## src/common/smcg_pkg.sv

```systemverilog
package smcg_pkg;
    // ********************************************************
    // Sleep select codes
    // ********************************************************
    localparam logic [2:0] SMCG_SEL_IDLE = 3'h0;
    localparam logic [2:0] SMCG_SEL_ADCQ = 3'h1;
    localparam logic [2:0] SMCG_SEL_PDOWN = 3'h2;
    localparam logic [2:0] SMCG_SEL_PSAVE = 3'h3;
    localparam logic [2:0] SMCG_SEL_RSV4 = 3'h4;
    localparam logic [2:0] SMCG_SEL_RSV5 = 3'h5;
    localparam logic [2:0] SMCG_SEL_STBY = 3'h6;
    localparam logic [2:0] SMCG_SEL_XSTBY = 3'h7;

    // ********************************************************
    // Timing
    // ********************************************************
    localparam int SMCG_IRQ_HOLD_CYC = 4;
    localparam int SMCG_STBY_WAKE_CYC = 6;
    localparam int SMCG_CNT_W = 16;

    // ********************************************************
    // Reset values
    // ********************************************************
    localparam logic SMCG_ASLEEP_RST = 1'b0;

    typedef enum logic [2:0] {
        SMCG_ST_RUN,
        SMCG_ST_SLEEP,
        SMCG_ST_STARTUP,
        SMCG_ST_HOLD
    } smcg_state_t;
endpackage

```

## src/rtl/smcg_wake_count.sv

```systemverilog
`timescale 1ns/1ps
// Down counter that raises done in the cycle it reaches zero
module smcg_wake_count
    import smcg_pkg::*;
#(
    parameter int W = SMCG_CNT_W
) (
    input wire logic clk_sys_i,
    input wire logic rst_i,
    input wire logic load_i,
    input wire logic [W-1:0] value_i,
    output logic busy_o,
    output logic done_o
);
    logic [W-1:0] cnt_r;
    logic busy_r;

    initial begin
        if (W < 3) $error("smcg_wake_count: W too small");
    end

    always_ff @(posedge clk_sys_i or posedge rst_i) begin
        if (rst_i) begin
            cnt_r <= '0;
            busy_r <= 1'b0;
        end else if (load_i) begin
            cnt_r <= value_i;
            busy_r <= 1'b1;
        end else if (busy_r) begin
            if (cnt_r == '0) begin
                busy_r <= 1'b0;
            end else begin
                cnt_r <= cnt_r - 1'b1;
            end
        end
    end

    assign busy_o = busy_r;
    assign done_o = busy_r && (cnt_r == '0);
endmodule // smcg_wake_count

```

## src/rtl/smcg_periph_gate.sv

```systemverilog
`timescale 1ns/1ps
// Per-peripheral power reduction gating
module smcg_periph_gate
    import smcg_pkg::*;
#(
    parameter int N = 8
) (
    input wire logic [N-1:0] reduce_i,
    input wire logic [N-1:0] clk_en_i,
    input wire logic [N-1:0] sel_i,
    output logic [N-1:0] clk_en_o,
    output logic [N-1:0] reg_acc_en_o,
    output logic [N-1:0] pins_keep_o
);
    initial begin
        if (N < 1) $error("smcg_periph_gate: N must be positive");
    end

    genvar g;
    generate
        for (g = 0; g < N; g++) begin : g_per
            // Gating the clock alone freezes state, so clearing the bit resumes it
            assign clk_en_o[g] = clk_en_i[g] & ~reduce_i[g];
            assign reg_acc_en_o[g] = sel_i[g] & ~reduce_i[g];
            // Pin ownership is untouched by gating
            assign pins_keep_o[g] = reduce_i[g];
        end
    endgenerate
endmodule // smcg_periph_gate

```

## src/rtl/smcg_sleep_ctrl.sv

```systemverilog
`timescale 1ns/1ps
// How it works
// - Interrupt wake holds the core four cycles beyond start-up, then resumes.
// - Code 000 idle halts only core and flash clocks.
// - Code 001 ADC quiet stops I/O, core, flash; ADC and async run.
// - Entering ADC quiet with ADC enabled starts a conversion.
// - ADC quiet wake set: ADC done, resets, watchdog, TWI, timer2, SPM, levels, pin change.
// - Code 010 power-down stops crystal if selected and all generated clocks.
// - Power-down wakes on resets, TWI match, external irqs, pin change, symbol counter.
// - Power-down wake waits the fuse-selected start-up delay.
// - Code 011 power-save is power-down with timer2 still counting.
// - Power-save timer2 wake needs its mask bit and global enable.
// - Power-save stops the unused timer2 clock; sync clock feeds only timer2.
// - Code 110 with radio crystal is standby: oscillator runs, six-cycle wake.
// - Code 111 with radio crystal is extended standby: power-save plus oscillator, six cycles.
// - Power reduction bit stops the clock and blocks register access.
// - Gated peripheral keeps its pins claimed.
// - Clearing reduction restores prior state; SRAM is the exception.
// - Radio power reduction bit holds the transceiver in reset.
// - An enabled ADC stays enabled in every sleep mode.
// - Comparator off outside idle and ADC quiet unless it uses the internal reference.
// - Internal reference on only when brown-out, comparator or ADC needs it.
// - Fuse-enabled brown-out detector is off in deep sleep.
// - An enabled watchdog keeps running in every sleep mode.
// - With I/O and ADC clocks stopped, input buffers off except wake pins.
// - Digital input disable bits turn a pin buffer off.
module smcg_sleep_ctrl
    import smcg_pkg::*;
#(
    parameter int NPER = 8,
    parameter int NPIN = 16,
    parameter int CNT_W = SMCG_CNT_W
) (
    input wire logic clk_sys_i,
    input wire logic rst_i,
    // Core handshake
    input wire logic sleep_arm_bit_i,
    input wire logic [2:0] sleep_select_field_i,
    input wire logic sleep_instr_i,
    input wire logic radio_xosc_sel_i,
    input wire logic [CNT_W-1:0] clock_source_fuses_delay_i,
    input wire logic core_status_word_gie_i,
    // Wake events
    input wire logic ext_reset_i,
    input wire logic wdt_reset_i,
    input wire logic wdt_irq_i,
    input wire logic bod_reset_i,
    input wire logic adc_done_irq_i,
    input wire logic twi_irq_i,
    input wire logic twi_addr_match_i,
    input wire logic timer2_irq_i,
    input wire logic [1:0] timer2_irq_mask_i,
    input wire logic [1:0] timer2_event_i,
    input wire logic spm_ee_ready_irq_i,
    input wire logic [3:0] upper_ext_irqs_i,
    input wire logic upper_ext_level_i,
    input wire logic [3:0] lower_ext_irqs_i,
    input wire logic pin_change_irq_i,
    input wire logic symcnt_irq_i,
    // Peripheral configuration
    input wire logic timer2_en_i,
    input wire logic timer2_async_i,
    input wire logic adc_en_i,
    input wire logic ac_en_i,
    input wire logic ac_uses_ref_i,
    input wire logic brownout_level_fuses_en_i,
    input wire logic deep_sleep_i,
    input wire logic wdt_en_i,
    input wire logic [NPER-1:0] power_reduction_bits_i,
    input wire logic [NPER-1:0] periph_sel_i,
    input wire logic radio_reduce_i,
    input wire logic [NPIN-1:0] analog_pin_buffer_off_lo_i,
    input wire logic [NPIN-1:0] analog_pin_buffer_off_hi_i,
    input wire logic [NPIN-1:0] wake_pin_mask_i,
    // Outputs
    output logic core_run_o,
    output logic clk_cpu_en_o,
    output logic clk_flash_en_o,
    output logic clk_io_en_o,
    output logic clk_adc_en_o,
    output logic clk_asy_en_o,
    output logic main_osc_en_o,
    output logic timer_osc_en_o,
    output logic sync_clk_timer2_only_o,
    output logic adc_start_o,
    output logic adc_keep_en_o,
    output logic ac_en_o,
    output logic vref_en_o,
    output logic bod_en_o,
    output logic wdt_run_o,
    output logic [NPIN-1:0] lo_buf_en_o,
    output logic [NPIN-1:0] hi_buf_en_o,
    output logic [NPER-1:0] periph_clk_en_o,
    output logic [NPER-1:0] periph_reg_acc_en_o,
    output logic [NPER-1:0] periph_pins_keep_o,
    output logic radio_rst_o,
    output logic reset_wake_o,
    output logic asleep_o
);
    // ********************************************************
    // Parameter checks
    // ********************************************************
    initial begin
        if (NPER < 1 || NPIN < 1) $error("smcg_sleep_ctrl: bad widths");
        if (CNT_W < 4) $error("smcg_sleep_ctrl: CNT_W too small");
    end

    // ********************************************************
    // Mode decode
    // ********************************************************
    smcg_state_t state_r;
    logic [2:0] mode_r;
    logic irq_wake_r;
    logic m_idle, m_adcq, m_pdown, m_psave, m_stby, m_xstby, deep;
    logic sel_legal;
    logic wake_irq, wake_rst, wake_any;
    logic cnt_load, cnt_done, cnt_busy;
    logic [CNT_W-1:0] cnt_val;
    logic [CNT_W-1:0] cnt_val_nxt;
    logic t2_wake;
    logic sleeping;

    assign sleeping = (state_r == SMCG_ST_SLEEP);
    assign m_idle = sleeping && mode_r == SMCG_SEL_IDLE;
    assign m_adcq = sleeping && mode_r == SMCG_SEL_ADCQ;
    assign m_pdown = sleeping && mode_r == SMCG_SEL_PDOWN;
    assign m_psave = sleeping && mode_r == SMCG_SEL_PSAVE;
    assign m_stby = sleeping && mode_r == SMCG_SEL_STBY;
    assign m_xstby = sleeping && mode_r == SMCG_SEL_XSTBY;
    assign deep = m_pdown | m_psave | m_stby | m_xstby;

    // Standby codes need the radio crystal; reserved codes never sleep
    always_comb begin
        unique case (sleep_select_field_i)
            SMCG_SEL_RSV4, SMCG_SEL_RSV5: sel_legal = 1'b0;
            SMCG_SEL_STBY, SMCG_SEL_XSTBY: sel_legal = radio_xosc_sel_i;
            default: sel_legal = 1'b1;
        endcase
    end

    // ********************************************************
    // Wake qualification
    // ********************************************************
    assign wake_rst = ext_reset_i | wdt_reset_i | bod_reset_i;
    assign t2_wake = core_status_word_gie_i && |(timer2_irq_mask_i & timer2_event_i);

    always_comb begin
        wake_irq = 1'b0;
        if (m_idle) begin
            wake_irq = adc_done_irq_i | twi_irq_i | timer2_irq_i | spm_ee_ready_irq_i | wdt_irq_i
                     | (|upper_ext_irqs_i) | (|lower_ext_irqs_i) | pin_change_irq_i | symcnt_irq_i;
        end else if (m_adcq) begin
            wake_irq = adc_done_irq_i | wdt_irq_i | twi_irq_i | timer2_irq_i | spm_ee_ready_irq_i
                     | ((|upper_ext_irqs_i) & upper_ext_level_i) | pin_change_irq_i;
        end else if (deep) begin
            wake_irq = twi_addr_match_i | wdt_irq_i | ((|upper_ext_irqs_i) & upper_ext_level_i)
                     | (|lower_ext_irqs_i) | pin_change_irq_i | symcnt_irq_i;
            if ((m_psave | m_xstby) && timer2_en_i) begin
                wake_irq = wake_irq | t2_wake;
            end
        end
    end

    assign wake_any = sleeping && (wake_irq | wake_rst);

    // Standby variants keep the oscillator, so the short restart applies
    always_comb begin
        if (m_stby | m_xstby) begin
            cnt_val_nxt = CNT_W'(SMCG_STBY_WAKE_CYC - 1);
        end else if (m_pdown | m_psave) begin
            cnt_val_nxt = clock_source_fuses_delay_i;
        end else begin
            cnt_val_nxt = '0;
        end
    end

    // ********************************************************
    // Sleep sequencer
    // ********************************************************
    always_ff @(posedge clk_sys_i or posedge rst_i) begin
        if (rst_i) begin
            state_r <= SMCG_ST_RUN;
            mode_r <= SMCG_SEL_IDLE;
            irq_wake_r <= 1'b0;
            cnt_val <= '0;
        end else begin
            unique case (state_r)
                SMCG_ST_RUN: begin
                    if (sleep_instr_i && sleep_arm_bit_i && sel_legal) begin
                        state_r <= SMCG_ST_SLEEP;
                        mode_r <= sleep_select_field_i;
                    end
                end
                SMCG_ST_SLEEP: begin
                    if (wake_any) begin
                        state_r <= SMCG_ST_STARTUP;
                        irq_wake_r <= ~wake_rst;
                        cnt_val <= cnt_val_nxt;
                    end
                end
                SMCG_ST_STARTUP: begin
                    if (cnt_done) begin
                        state_r <= irq_wake_r ? SMCG_ST_HOLD : SMCG_ST_RUN;
                        // One hold cycle is spent loading the counter
                        cnt_val <= CNT_W'(SMCG_IRQ_HOLD_CYC - 2);
                    end
                end
                SMCG_ST_HOLD: begin
                    if (cnt_done) begin
                        state_r <= SMCG_ST_RUN;
                    end
                end
                default: state_r <= SMCG_ST_RUN;
            endcase
        end
    end

    // Load on entry to each timed state
    logic timed_entry_r;
    always_ff @(posedge clk_sys_i or posedge rst_i) begin
        if (rst_i) begin
            timed_entry_r <= 1'b0;
        end else begin
            timed_entry_r <= (sleeping && wake_any) || (state_r == SMCG_ST_STARTUP && cnt_done && irq_wake_r);
        end
    end
    assign cnt_load = timed_entry_r;

    smcg_wake_count #(.W(CNT_W)) u_cnt (
        .clk_sys_i(clk_sys_i),
        .rst_i(rst_i),
        .load_i(cnt_load),
        .value_i(cnt_val),
        .busy_o(cnt_busy),
        .done_o(cnt_done)
    );

    // ********************************************************
    // Clock domain enables
    // ********************************************************
    // Registered so the gates never glitch on decode
    always_ff @(posedge clk_sys_i or posedge rst_i) begin
        if (rst_i) begin
            clk_cpu_en_o <= 1'b1;
            clk_flash_en_o <= 1'b1;
            clk_io_en_o <= 1'b1;
            clk_adc_en_o <= 1'b1;
            clk_asy_en_o <= 1'b1;
            main_osc_en_o <= 1'b1;
            timer_osc_en_o <= 1'b1;
            sync_clk_timer2_only_o <= 1'b0;
        end else begin
            clk_cpu_en_o <= state_r == SMCG_ST_RUN;
            clk_flash_en_o <= state_r == SMCG_ST_RUN || state_r == SMCG_ST_HOLD;
            clk_io_en_o <= !(m_adcq | deep);
            clk_adc_en_o <= !deep;
            clk_asy_en_o <= !(m_pdown | m_stby) && !((m_psave | m_xstby) && !timer2_async_i);
            main_osc_en_o <= !(m_pdown | (m_psave & timer2_async_i));
            timer_osc_en_o <= !(m_pdown | m_stby | ((m_psave | m_xstby) & !timer2_async_i));
            sync_clk_timer2_only_o <= (m_psave | m_xstby) && timer2_en_i && !timer2_async_i;
        end
    end

    // ********************************************************
    // Analog helpers and watchdog
    // ********************************************************
    logic adcq_entry_r;
    always_ff @(posedge clk_sys_i or posedge rst_i) begin
        if (rst_i) begin
            adcq_entry_r <= 1'b0;
            adc_start_o <= 1'b0;
        end else begin
            // Both conversion modes share the entry marker so the start fires once
            adcq_entry_r <= m_adcq | m_idle;
            adc_start_o <= (m_adcq | m_idle) && !adcq_entry_r && adc_en_i && !cnt_busy;
        end
    end

    assign adc_keep_en_o = adc_en_i;
    assign ac_en_o = ac_en_i && (!deep || ac_uses_ref_i);
    assign bod_en_o = brownout_level_fuses_en_i && !(deep && deep_sleep_i);
    assign vref_en_o = bod_en_o | ac_en_o | adc_en_i;
    assign wdt_run_o = wdt_en_i;

    // ********************************************************
    // Pin buffers
    // ********************************************************
    logic bufs_off;
    assign bufs_off = deep;
    assign lo_buf_en_o = ~analog_pin_buffer_off_lo_i & ({NPIN{~bufs_off}} | wake_pin_mask_i);
    assign hi_buf_en_o = ~analog_pin_buffer_off_hi_i & ({NPIN{~bufs_off}} | wake_pin_mask_i);

    // ********************************************************
    // Power reduction
    // ********************************************************
    smcg_periph_gate #(.N(NPER)) u_gate (
        .reduce_i(power_reduction_bits_i),
        .clk_en_i({NPER{clk_io_en_o}}),
        .sel_i(periph_sel_i),
        .clk_en_o(periph_clk_en_o),
        .reg_acc_en_o(periph_reg_acc_en_o),
        .pins_keep_o(periph_pins_keep_o)
    );

    assign radio_rst_o = radio_reduce_i;
    assign core_run_o = state_r == SMCG_ST_RUN;
    assign reset_wake_o = sleeping && wake_rst;
    assign asleep_o = sleeping;
endmodule // smcg_sleep_ctrl

```

## config.mk

```make
export PLATFORM = sky130hd
export DESIGN_NAME = smcg_sleep_ctrl
export DESIGN_NICKNAME = d
export VERILOG_FILES = /design/src/common/smcg_pkg.sv /design/src/rtl/smcg_wake_count.sv /design/src/rtl/smcg_periph_gate.sv /design/src/rtl/smcg_sleep_ctrl.sv
export SDC_FILE = /design/constraint.sdc
export NUM_CORES = 1
export LEC_CHECK = 0
export BUFFER_PORTS_ARGS = -buffer_cell sky130_fd_sc_hd__buf_2
export CAP_MARGIN = 30
export CELL_PAD_IN_SITES_DETAIL_PLACEMENT = 0
export CELL_PAD_IN_SITES_GLOBAL_PLACEMENT = 1
export CORE_MARGIN = 8
export CORE_UTILIZATION = 29
export DETAILED_ROUTE_END_ITERATION = 7
export GPL_ROUTABILITY_DRIVEN = 0
export HOLD_SLACK_MARGIN = 0.06
export PLACE_DENSITY = 0.93
export SYNTH_ARGS = -nofsm -noshare
export SYNTH_HDL_FRONTEND = slang
export SYNTH_SLANG_ARGS = --single-unit
```

## constraint.sdc

```tcl
create_clock -name clk_sys_i -period 3 [get_ports clk_sys_i]
set_input_delay 0.6 -clock clk_sys_i [delete_from_list [all_inputs] [get_ports clk_sys_i]]
set_output_delay 0.6 -clock clk_sys_i [all_outputs]
set_load 0.05 [all_outputs]
```

# Word-level counts from Yosys, hierarchy flattened
# Index checks and enable logic that the tools add are counted.
dict set report totals {
  reg_bits 51
  in_bits 122
  out_inout_bits 74
}
dict set report classes {
  add_sub_neg 1
  n_eq_ne 17
  muxes 22
  bitwise_logic 70
  reduce_logical 53
}
# operator n
set op_table {}
lappend op_table {{$mux 16} 7}
lappend op_table {{$or 1x1->1} 35}
lappend op_table {{$and 16x16->16} 2}
lappend op_table {{$not 16->16} 2}
lappend op_table {{$pmux 16 s2} 1}
lappend op_table {{$logic_and 1x1->1} 25}
lappend op_table {{$and 1x1->1} 19}
lappend op_table {{$eq 3x3->1 const B} 6}
lappend op_table {{$logic_not 16->1} 1}
lappend op_table {{$or 16x16->16} 1}
lappend op_table {{$sub 16x1->16 const B} 1}
lappend op_table {{$eq 3x2->1 const B} 4}
lappend op_table {{$mux 3} 4}
lappend op_table {{$pmux 3 s4} 1}
lappend op_table {{$logic_not 1->1} 10}
lappend op_table {{$not 1->1} 10}
lappend op_table {{$ne 2x2->1 const B} 4}
lappend op_table {{$reduce_or 4->1} 2}
lappend op_table {{$mux 1} 7}
lappend op_table {{$eq 3x1->1 const B} 2}
lappend op_table {{$logic_not 3->1} 2}
lappend op_table {{$reduce_and 2->1} 3}
lappend op_table {{$reduce_or 2->1} 3}
lappend op_table {{$reduce_and 4->1} 1}
lappend op_table {{other kinds (7)} 10}

# Logic depth before layout (Yosys ltp)
# Gate-level depths: netlist of the first run.
dict set report depth {
  depth_word 15
  mapped_depth 11
}

# Modules after synthesis
# Synthesis of the first run repeated with hierarchy kept, for this count alone.
dict set report hier_totals {
  cells_unflattened 356
  hier_area_um2 3133.0
}
# mod instances cells_each area_each_um2 seq_area_each_um2
set modules_own_cells {}
lappend modules_own_cells {smcg_sleep_ctrl 1 209 1840.5 808.3}
lappend modules_own_cells {smcg_wake_count 1 123 1132.3 425.4}
lappend modules_own_cells {smcg_periph_gate 1 24 160.2 0.0}

# Worst setup path before layout of the first run
# OpenSTA, ideal clock, no wires.
dict set report synth_path {
  kind {register to output}
  startpoint {register state_r[0]}
  endpoint {output port vref_en_o}
  t_arrival_ps 2497
  required_time_ps 2400
  slack_ps -97
  path_stages_with_launch 5
  path_buffers 1
  path_cell_list {dfrtp_1 > ha_1 > buf_2 > a31oi_1 > or3_1}
}
dict set report synth_via {
  elab_chain_len 10
}
# element line
set synth_lines {}
lappend synth_lines {{from (decl)} smcg_sleep_ctrl.sv:111} ;# smcg_state_t state_r;
lappend synth_lines {{from (signal assigned)} smcg_sleep_ctrl.sv:203} ;# state_r <= irq_wake_r ? SMCG_ST_HOLD : SMCG_ST_RUN;
lappend synth_lines {{$eq 3x1->1 *} smcg_sleep_ctrl.sv:123} ;# assign sleeping = (state_r == SMCG_ST_SLEEP);
lappend synth_lines {{via asleep_o} smcg_sleep_ctrl.sv:98} ;# output logic asleep_o
lappend synth_lines {{$logic_and 1x1->1, on equally long branches} {smcg_sleep_ctrl.sv:126, smcg_sleep_ctrl.sv:127}}
lappend synth_lines {{$or 1x1->1 (2 in a row)} smcg_sleep_ctrl.sv:130} ;# assign deep = m_pdown | m_psave | m_stby | m_xstby;
lappend synth_lines {{$or 1x1->1 *} smcg_sleep_ctrl.sv:130}
lappend synth_lines {{$logic_and 1x1->1 *} smcg_sleep_ctrl.sv:281} ;# assign bod_en_o = brownout_level_fuses_en_i && !(deep && deep_sleep_i);
lappend synth_lines {{$logic_not 1->1 *} smcg_sleep_ctrl.sv:281}
lappend synth_lines {{$logic_and 1x1->1 *} smcg_sleep_ctrl.sv:281}
lappend synth_lines {{via bod_en_o} smcg_sleep_ctrl.sv:89} ;# output logic bod_en_o,
lappend synth_lines {{$or 1x1->1 * (2 in a row)} smcg_sleep_ctrl.sv:282} ;# assign vref_en_o = bod_en_o | ac_en_o | adc_en_i;
lappend synth_lines {{to (decl)} smcg_sleep_ctrl.sv:88} ;# output logic vref_en_o,
# The timed path passes the listed nets; every way through them passes the cells marked *.

# Worst setup path after layout of the first run
dict set report layout_path {
  startpoint {register state_r[1]}
  endpoint {output port vref_en_o}
}
dict set report layout_via {
  elab_chain_len 10
}
# element line
set layout_lines {}
lappend layout_lines {{$eq 3x1->1 *} smcg_sleep_ctrl.sv:123}
lappend layout_lines {{$logic_and 1x1->1, on equally long branches} {smcg_sleep_ctrl.sv:126, smcg_sleep_ctrl.sv:127}}
lappend layout_lines {{$or 1x1->1 (2 in a row)} smcg_sleep_ctrl.sv:130}
lappend layout_lines {{$or 1x1->1 *} smcg_sleep_ctrl.sv:130}
lappend layout_lines {{$logic_and 1x1->1 or $logic_not 1->1 (tied branches)} {smcg_sleep_ctrl.sv:281, smcg_sleep_ctrl.sv:280}}
lappend layout_lines {{$logic_not 1->1 or $logic_or 1x1->1 (tied branches)} {smcg_sleep_ctrl.sv:281, smcg_sleep_ctrl.sv:280}}
lappend layout_lines {{$logic_and 1x1->1, on equally long branches} {smcg_sleep_ctrl.sv:281, smcg_sleep_ctrl.sv:280}}
lappend layout_lines {{$or 1x1->1 * (2 in a row)} smcg_sleep_ctrl.sv:282}
# Mark *: on every way between the ends. The rest lies on a longest branch, timed or not.

==> impl_results.md, run 1 <==
* CTS Buffer Depth at 2
* GRT Util Overall at 14.4%
* CP required at 2.40 ns
* Slew Limit Fails at 0
* Synth Instances at 334
* Placed inst area at 0.00395 mm²
* I/O Buffers at 191
* Clock Sinks at 49
* Register-to-register setup slack at 0.32 ns
* Pre-CTS setup slack at 0.221 ns
* Seq/Total Area, Yosys at 42.1%
* FP Rows at 36
* Origin of the worst setup path: state_r[1]
* CTS clk-pin slew, worst paths at 0.09 ns
* Met2 Use GR at 23.5%
* Clock period minus worst slack at 2.75 ns
* Leakage at 2.02 nW
* Final hold vios at 0
* RSZ-0062 raised after global routing: no
* Die area at 0.0136 mm²
* Setup TNS at 0 ns
* Setup CP Type: register to primary output
* Die width at 117 µm
* Post-CTS Setup Bufs at 0
* Critical path startpoint category: register
* Crit path arrival time at 2.15 ns
* Worst r2r src: state_r[1]
* # hold bufs at CTS at 0
* Nets at 642
* Endpoints failing setup at 0
* Post-Route WL at 10600 µm
* Worst R2R End: cnt_val[4]
* Synth Net Count at 462
* TritonCTS clock tree: yes
* Fin worst setup slack at 0.253 ns
* Vias at 3022
* Post-DP HPWL at 8770 µm
* Vias per cell at 4.66
* Synthesized flop and latch total at 49
* Hold Crit Class: input pin to asynchronous set/reset pin
* Critical path's largest stage delay at 0.42 ns
* Clock latency on the worst-skew pair at 0.31 ns
* Post-Layout Cell Count at 648
* Peak supply drop at 0.000569 V
* H-tree lvl count at 2
* M1 GR Usage at 17.8%
* Worst-margin pin slew at 0.909 ns
* CTS Buf Count at 5
* Async S/R FF share, synth at 100%
* Synth Flop Type: dfrtp_1
* Synth unique cells at 53
* Grt ovf at 0
* Syn Area/Cell at 8.78 µm²
* First-pass GRT wire length at 15500 µm
* Status: finished, final reports clean
* # DRC at 0
* # IOs at 196
* CTS root buf: clkbuf_8
* Slew Limit Headroom at 39.4%
* Mapped Area at 0.00293 mm²
* Die height at 117 µm
* CP max FO at 11
* Pin count of the biggest net entering global routing at 31
* Skew final at 0.00611 ns
* Max Clock Freq at 0.364 GHz
* Initial DRC count at 135
* Worst R2R Path Depth at 9
* Number of synthesized flops with an enable pin at 0
* Avg WL per Cell at 16.4 µm
* GRT Max-Usage Layer: met2
* DRT Pass-1 Iters at 4
* Max Cap Violations at 0
* Crit. End Element: primary output
* Initial antenna violation count at 1
* Period utilization at 91.6%
* Pwr dens at 880 mW/mm²
* Max stage delay cell, worst path: dfrtp_1
* Crit-path cells: inv_1 > ha_2 > nand2_1 > o21a_1 > or3_1 > buf_2
* Core Region at 0.00977 mm²
* GR Util met3 at 3.98%
* ANT cells at 0
* Initial Utilization at 30.0%
* Yosys Warn Count at 0
* Cell area after layout at 0.00404 mm²
* Hold WS at 0.321 ns
* Area Growth Syn to Fin at 37.6%
* Placed Instances at 640
* Total Power at 3.55 mW
* Layout cells sized above 1 at 47.0%
* Final Util at 41.3%
* Vias in the first global route at 3057
* Post-route ant nets at 0
cells by family after synthesis:
family	count (synthesis)	share of synthesized area, %
flip-flops	49	42.1
AND/OR/NAND/NOR	157	27.4
adder cells (fa/ha/maj)	6	2.56
AO/OA/AOI/OAI	51	11.9
XOR/XNOR	13	3.88
multiplexers	11	4.18
buffers and inverters	47	8.07
cell type report:
cell class	count	area, µm²
Fill cell	1009	5740
Tap cell	133	166
Inverter	25	93.8
Sequential cell	49	1230
Clock buffer	8	80.1
Multi-Input combinational cell	238	1480
Timing Repair Buffer	195	986
what timing repair did:
action                                 in CTS  in global routing
endpoints found under the hold margin       0                  0
gates resized for setup                     0                  1
setup endpoints to repair                   0                  4
Yosys cell counts, types with 3 or more instances:
| cell | n | share of area [%] |
|---|---|---|
| nand3_2 | 7 | 2.4 |
| clkbuf_1 | 5 | 0.64 |
| inv_1 | 25 | 3.2 |
| ha_1 | 6 | 2.6 |
| o21ai_0 | 16 | 2.7 |
| or3_1 | 4 | 0.85 |
| a31oi_1 | 4 | 0.85 |
| xnor2_1 | 9 | 2.7 |
| nor4_1 | 3 | 0.64 |
| dfrtp_1 | 43 | 37 |
| buf_2 | 3 | 0.51 |
| mux2_2 | 8 | 3.1 |
| xor2_1 | 4 | 1.2 |
| a21oi_1 | 5 | 0.85 |
| nand3_1 | 9 | 1.5 |
| buf_4 | 13 | 3.3 |
| dfstp_2 | 6 | 5.4 |
| nor3_1 | 11 | 1.9 |
| nor2b_1 | 19 | 4.1 |
| nor2_1 | 62 | 7.9 |
| nand2_1 | 23 | 2.9 |
| o21ai_2 | 7 | 2.1 |
report_power, final:
part	internal [mW]	switching, mW
Sequential	0.910	0.267
Combinational	0.647	1.35
Clock	0.166	0.214
worst max-delay path, delay by kind of cell, from the launching register on:
| family | cells | cell delay, ns |
|---|---|---|
| AND/OR/NAND/NOR | 2 | 0.53 |
| flip-flops | 1 | 0.42 |
| buffers and inverters | 2 | 0.36 |
| adder cells (fa/ha/maj) | 1 | 0.32 |
| AO/OA/AOI/OAI | 1 | 0.22 |
routing by layer:
layer	vias up	part of all wire (%)
li1	1473	-
met1	1411	40
met2	118	49
met3	18	9.4
met4	2	1.7
met5	-	0.12
worst max-delay path by stage:
stage	cells after the start	to
3_5_place_dp	9	cnt_val[4]
6_report	6	vref_en_o
5_1_grt	9	cnt_val[14]
3_3_place_gp	9	cnt_val[6]
4_1_cts	6	vref_en_o
2_1_floorplan	6	vref_en_o
registers in the layout (all words and copies together) (netlist names), 2 cells and up:
register and flops:
u_cnt.cnt_r 16, mode_r 3, cnt_val 16, state_r 2
cell usage in the layout, fill, tap and decap left out, types with 3 or more instances in the layout:
cell type / n
nand3_1: 9
dfrtp_1: 43
nor3_1: 10
buf_4: 4
o21ai_0: 16
clkbuf_1: 3
ha_1: 5
nor2b_1: 19
buf_2: 191
nand2_1: 23
nand3_2: 7
a21oi_1: 5
clkbuf_8: 5
o21ai_2: 7
a31oi_1: 3
dfstp_2: 6
mux2_2: 8
xor2_1: 4
nor4_1: 3
inv_1: 24
or3_1: 4
xnor2_1: 9
nor2_1: 62
(Power assumes the default switching activity.)
==> run 2, diff against run 1 <==
CORE_UTILIZATION = 30   (was 29)
CTS_BUF_LIST = sky130_fd_sc_hd__clkbuf_4 sky130_fd_sc_hd__clkbuf_8   (was not set)
PLACE_DENSITY = 0.95   (was 0.93)
==> run 2 against run 1 <==
  * Utilization increased by 0.97 points
  * Setup slack improved by 0.038 ns
  * Clock power increased by 8.9%
  * Final area increased by 0.93%
  * Worst hold slack got worse by 0.079 ns
  * Routed wire length decreased by 6.8%
  * Clock-buffer cell count unchanged
  * Via count decreased by 1.9%
  * Global-route usage decreased by 0.61 points
  * Critical endpoint is now hi_buf_en_o[11]
  * Largest cell class unchanged
  * Highest routed layer is now met4
==> impl_results.md, run 2 (synthesis gave the netlist of run 1 again) <==
* TritonCTS clock tree: yes
* Crit. End Element: primary output
* Avg WL per Cell at 15.3 µm (-7.1%)
* Clock power frac at 11.6% (+0.9 points)
* Hold Crit Class: input pin to asynchronous set/reset pin
* # hold bufs at CTS at 0 (unchanged)
* Clock latency on the worst-skew pair at 0.30 ns (about the same)
* Initial DRC count at 137 (+1.5%)
* I/O Buffers at 191 (unchanged)
* Wl on met1 at 4180 µm (-1.8%)
* Leakage at 2.05 nW (+1.2%)
* Post-CTS Setup Bufs at 0 (unchanged)
* Slew Limit Fails at 0 (unchanged)
* Layout cells sized above 1 at 47.5% (+0.49 points)
* Nets at 643 (+0.16%)
* CP required at 2.40 ns (about the same)
* Core Region at 0.00964 mm² (-1.4%)
* Buf+Inv Stages, Crit Path at 3 (+1)
* Pre-CTS setup slack at 0.424 ns (+0.202 ns)
* CTS Buf Count at 5 (unchanged)
* Setup CP Type: register to primary output
* CTS root buf: clkbuf_8
* Period utilization at 90.3% (-1.3 points)
* Final Util at 42.3% (+0.97 points)
* Top Family by Delay on Critical Path: buffers and inverters
* DRT Pass-1 Iters at 4 (unchanged)
* Post-CTS sizing at 0 (unchanged)
* First-pass GRT wire length at 14700 µm (-5.2%)
* Vias at 2966 (-1.9%)
* Clock Sinks at 49 (unchanged)
* Setup TNS at 0 ns (unchanged)
* Hold WS at 0.243 ns (-0.0785 ns)
* Vias in the first global route at 2947 (-3.6%)
* Commonest non-fill, non-tap cell in the layout: buf_2
* # IOs at 196 (unchanged)
* GRT Util Overall at 13.8% (-0.61 points)
* Critical path's largest stage delay at 0.41 ns (about the same)
* Grt ovf at 0 (unchanged)
* Register-to-register setup slack at 0.42 ns (+0.10 ns)
* Highest-count cells in the layout ignoring fill and taps: buf_2 (191), nor2_1 (62), dfrtp_1 (43)
* Endpoints failing setup at 0 (unchanged)
* Met3 routed WL at 912 µm (-9.0%)
* Skew final at 0.00483 ns (-0.00128 ns)
* H-tree lvl count at 2 (unchanged)
* Total Power at 3.57 mW (+0.38%)
* DR top layer: met4
* Seq pwr share at 32.6% (-0.5 points)
* Initial Utilization at 30.4% (+0.42 points)
* Max Clock Freq at 0.369 GHz (+1.4%)
* CTS clk-pin slew, worst paths at 0.08 ns (about the same)
* Initial antenna violation count at 0 (-1)
* Die area at 0.0132 mm² (-2.9%)
* Max stage delay cell, worst path: dfrtp_1
* CP max FO at 20 (+9)
* RSZ-0062 raised after global routing: no
* Pint at 1.77 mW (+2.7%)
* # DRC at 0 (unchanged)
* Post-DP HPWL at 8410 µm (-4.0%)
* Post-Route WL at 9910 µm (-6.8%)
* Post-route ant nets at 0 (unchanged)
* Psw at 1.79 mW (-1.8%)
* Slew Limit Headroom at 44.2% (+4.9 points)
* Pwr dens at 875 mW/mm² (-0.54%)
* Max Cap Violations at 0 (unchanged)
* Die height at 115 µm (-1.5%)
* Largest regs: cnt_val x16, u_cnt.cnt_r x16, mode_r x3
* FP Rows at 36 (unchanged)
* Crit-path cells: inv_1 > ha_1 > nand2_1 > buf_4 > nor2_1 > nor2_1 > buf_2
* Die width at 115 µm (-1.5%)
* Pin count of the biggest net entering global routing at 38 (+23%)
* CTS Buffer Depth at 2 (unchanged)
* Status: finished, final reports clean
* Vias per cell at 4.56 (-2.2%)
* Met2 Wirelength at 4680 µm (-9.5%)
* Clock period minus worst slack at 2.71 ns (-0.0381 ns)
* Crit path arrival time at 2.11 ns (-0.04 ns)
* Most frequent CP cell: nor2_1
* Critical path startpoint category: register
* Final hold vios at 0 (unchanged)
* Fin worst setup slack at 0.291 ns (+0.0381 ns)
* Worst-margin pin slew at 0.836 ns (-0.0731 ns)
* Area Growth Syn to Fin at 38.9%
* Fill cells at 971 (-3.8%)
* Comb power frac at 55.8% (-0.4 points)
* Sw Ratio at 50.3% (-1.1 points)
* Peak supply drop at 0.000333 V (-41%)
## run 2: cell count changes in the layout (fill, tap and decap cells not counted)
cell      previous run  this run
clkbuf_8             5         6
buf_12               0         1
ha_2                 1         0
ha_1                 5         6
clkbuf_4             0         2
diode_2              0         1
clkbuf_1             3         0
## run 2: through the flow
stage	instances	area, µm²
2_1_floorplan	334	2940
3_3_place_gp	640	3950
3_5_place_dp	641	3970
4_1_cts	649	4070
5_1_grt	649	4070
6_report	650	4070
## run 2: worst paths after layout
check                             startpoint               to  cells after the start
worst max-delay path              state_r[1]  hi_buf_en_o[11]                      7
worst min-delay path                   rst_i        mode_r[1]                      2
worst max register to register    state_r[1]       cnt_val[6]                     10
worst min register to register  adcq_entry_r      adc_start_o                      1
max in group asynchronous              rst_i      clk_io_en_o                      3
min in group clk_sys_i          adcq_entry_r      adc_start_o                      1
## run 2: power groups by stage
stage / Combinational [mW] / Sequential, mW / Clock (mW)
after floorplan: 1.50 / 1.19 / 0
after global placement: 1.96 / 1.16 / 0
after detailed placement: 2.00 / 1.18 / 0
after CTS: 2.01 / 1.16 / 0.426
after global routing: 2.17 / 1.20 / 0.444
final: 1.99 / 1.16 / 0.414
## run 2: final cells by class
| class | count | area, µm² | share of cell area [%] |
|---|---|---|---|
| Clock buffer | 8 | 97.6 | 2.40 |
| Sequential cell | 49 | 1230 | 30.3 |
| Multi-Input combinational cell | 238 | 1470 | 36.2 |
| Timing Repair Buffer | 196 | 1010 | 24.7 |
| Inverter | 25 | 93.8 | 2.30 |
| Antenna cell | 1 | 2.50 | 0.0614 |
| Tap cell | 133 | 166 | 4.09 |
## run 2: metal layers
metal | global-route usage, % | vias to the layer above
li1 | - | 1472
met1 | 17.8 | 1357
met2 | 21.6 | 125
met3 | 4.04 | 12
met4 | 4.64 | 0
met5 | 0 | -
==> run 3, diff against run 2 <==
ABC_AREA = 1   (was not set)
clock period = 3.5 ns   (was 3 ns; I/O delays follow)
==> run 3 against run 2 <==
  * Area after synthesis increased by 12%
  * Largest cell class unchanged
  * Utilization fell by 1.7 points
  * Routed wire length is 8.7% higher
  * Global-route usage up 0.43 points
  * Clock power fell by 13%
  * Power fell by 12%
  * Worst hold slack better by 0.11 ns
  * Sequential power fell by 19%
  * Final cell count grew 19%
==> impl_results.md, run 3 <==
* Final Util at 40.6% (-1.7 points)
* Status: finished, final reports clean
* Max stage delay cell, worst path: dfrtp_1
* Synthesized flop and latch total at 49 (unchanged)
* Critical path startpoint category: register
* Post-CTS sizing at 0 (unchanged)
* Vias per cell at 4.48 (-1.9%)
* Post-DP HPWL at 9090 µm (+8.1%)
* Pin count of the biggest net entering global routing at 35 (-7.9%)
* Nets at 760 (+18%)
* CP required at 2.80 ns (+0.40 ns)
* Post-CTS Setup Bufs at 0 (unchanged)
* Top post-synthesis cells by area: dfrtp_1 (33%), nand2_1 (11%), inv_1 (8.4%), nor2_1 (7.8%), a21oi_1 (6.0%)
* Skew final at 0.00278 ns (-0.00205 ns)
* Commonest non-fill, non-tap cell in the layout: buf_2
* Clock Sinks at 49 (unchanged)
* Critical path's largest stage delay at 0.43 ns (+0.02 ns)
* Most frequent cells after synthesis: nand2_1 (92), inv_1 (73), nor2_1 (68), dfrtp_1 (43), a21oi_1 (39)
* Crit. End Element: primary output
* # hold bufs at CTS at 0 (unchanged)
* Worst-margin pin slew at 0.710 ns (-0.126 ns)
* Grt ovf at 0 (unchanged)
* Setup TNS at 0 ns (unchanged)
* Syn Area/Cell at 7.17 µm² (-18%)
* Slew Limit Fails at 0 (unchanged)
* Period utilization at 79.8%
* Highest-count cells in the layout ignoring fill and taps: buf_2 (191), nand2_1 (92), inv_1 (72)
* Placed inst area at 0.00426 mm² (+7.2%)
* GRT Util Overall at 14.2% (+0.43 points)
* Endpoints failing setup at 0 (unchanged)
* # DRC at 0 (unchanged)
* Max Clock Freq at 0.358 GHz
* Max Cap Violations at 0 (unchanged)
* Hold Crit Class: input pin to asynchronous set/reset pin
* Hold WS at 0.352 ns (+0.109 ns)
* Core Region at 0.0107 mm² (+11%)
* Initial DRC count at 176 (+28%)
* H-tree lvl count at 2 (unchanged)
* Area occupied by multi-input gates at 0.00157 mm² (+6.3%)
* RSZ-0062 raised after global routing: no
* Post-route ant nets at 0 (unchanged)
* Yosys Warn Count at 0 (unchanged)
* Synth unique cells at 34 (-36%)
* CTS Buf Count at 5 (unchanged)
* Async S/R FF share, synth at 100% (unchanged)
* M1 GR Usage at 17.3% (-0.54 points)
* GRT Max-Usage Layer: met2
* Synth Instances at 456 (+37%)
* Synth top area share at 32.9% (-3.8 points)
* I/O Buffers at 191 (unchanged)
* Initial antenna violation count at 0 (unchanged)
* CTS root buf: clkbuf_8
* Initial Utilization at 30.4% (about the same)
* Vias at 3462 (+17%)
* Crit-path cells: inv_1 > ha_1 > nand2_2 > bufinv_8 > a21oi_1 > buf_2
* Worst R2R Path Depth at 9 (-1)
* Layout cells sized above 1 at 37.6% (-9.9 points)
* DRT Pass-1 Iters at 4 (unchanged)
* TritonCTS clock tree: yes
* Area Growth Syn to Fin at 33.2%
* Yosys top cell by area: dfrtp_1
* Post-Route WL at 10800 µm (+8.7%)
* ANT cells at 0 (-1)
* Synth Flop Type: dfrtp_1
* Die height at 120 µm (+4.8%)
* CTS clk-pin slew, worst paths at 0.08 ns (about the same)
* Peak supply drop at 0.000332 V (-0.43%)
* Total Power at 3.15 mW (-12%)
* Pwr dens at 722 mW/mm² (-18%)
* Met2 Use GR at 24.6% (+3.1 points)
* GR Util met3 at 3.45% (-0.59 points)
* Slew Limit Headroom at 52.5% (+8.3 points)
* Number of synthesized flops with an enable pin at 0 (unchanged)
* Top-count cell post-synth: nand2_1
* Avg WL per Cell at 13.9 µm (-8.6%)
* First-pass GRT wire length at 17100 µm (+16%)
* Setup CP Type: register to primary output
* CP max FO at 34 (+70%)
* # IOs at 196 (unchanged)
* Clock latency on the worst-skew pair at 0.30 ns (about the same)
* Seq/Total Area, Yosys at 37.7% (-4.4 points)
* Synth Net Count at 584 (+26%)
* Final hold vios at 0 (unchanged)
* Largest regs: cnt_val x16, u_cnt.cnt_r x16, mode_r x3
* Leakage at 2.53 nW (+24%)
* Die width at 120 µm (+4.8%)
* FF/Latch Area at 0.00123 mm² (unchanged)
* Fill cells at 1138 (+17%)
* Crit path arrival time at 2.09 ns (-0.02 ns)
* Cell area after layout at 0.00436 mm² (+7.0%)
* CTS Buffer Depth at 2 (unchanged)
* Vias in the first global route at 3525 (+20%)
* Die area at 0.0145 mm² (+9.9%)
* FP Rows at 38 (+5.6%)
* Mapped Area at 0.00327 mm² (+12%)
* Clock period minus worst slack at 2.79 ns
-- run 3: changes by cell type after synthesis, moves of 5 or more --
cell and change:
xnor2_1 -9, o21ai_2 -6, nand2_1 +69, a21oi_1 +34
o211ai_1 +6, nand3_2 +5, xor2_1 +6, mux2_2 -8
nor3_1 -5, nand3_1 +21, nor2_1 +6, inv_1 +48
nor2b_1 -19
-- run 3: cell families (layout without fill, tap and decap cells) --
group	Yosys count	in the layout	synth area share (%)
xor+xnor	10	10	2.68
compound gates	66	66	11.0
fa+ha+maj	6	6	2.30
flops	49	49	37.7
buf+inv	101	278	14.4
simple gates	224	224	31.9
-- run 3: layer usage --
layer  wire (µm)  up-vias
met5           0        -
met4         106        0
met3         681        7
met2        5520      120
met1        4480     1571
li1            -     1764
-- run 3: power by group --
group / internal [mW] / switching (mW) / total (mW)
Clock: 0.177 / 0.183 / 0.360
Sequential: 0.769 / 0.166 / 0.935
Combinational: 0.504 / 1.35 / 1.85
Total: 1.45 / 1.70 / 3.15
-- run 3: path summary, 6_finish.rpt --
kind	to	start	slack, ns
max reg2reg	cnt_val[4]	state_r[1]	0.85
max	lo_buf_en_o[12]	state_r[1]	0.71
min reg2reg	adc_start_o	adcq_entry_r	0.42
min in group clk_sys_i	adc_start_o	adcq_entry_r	0.42
max in group asynchronous	clk_cpu_en_o	rst_i	2.59
min	u_cnt.cnt_r[6]	rst_i	0.35
-- run 3: worst max-delay path: cells and delay by family (launching register included) --
kind	cells	cell delay [ns]
simple gates	1	0.22
fa+ha+maj	1	0.30
flops	1	0.43
compound gates	1	0.17
buf+inv	3	0.67
-- run 3: layout make-up --
cell class                 instances  share of cell area, %
clock buffer                       8                   2.24
sequential                        49                   28.3
tap                              140                   4.02
timing repair buffer             193                   22.6
multi-input combinational        306                   35.9
inverter                          77                   6.95
-- run 3: stage by stage --
stage          std cells  setup WS, ns
6_report             773         0.705
5_1_grt              773         0.524
4_1_cts              773         0.677
3_5_place_dp         765         0.822
3_3_place_gp         764         0.943
2_1_floorplan        456         0.499
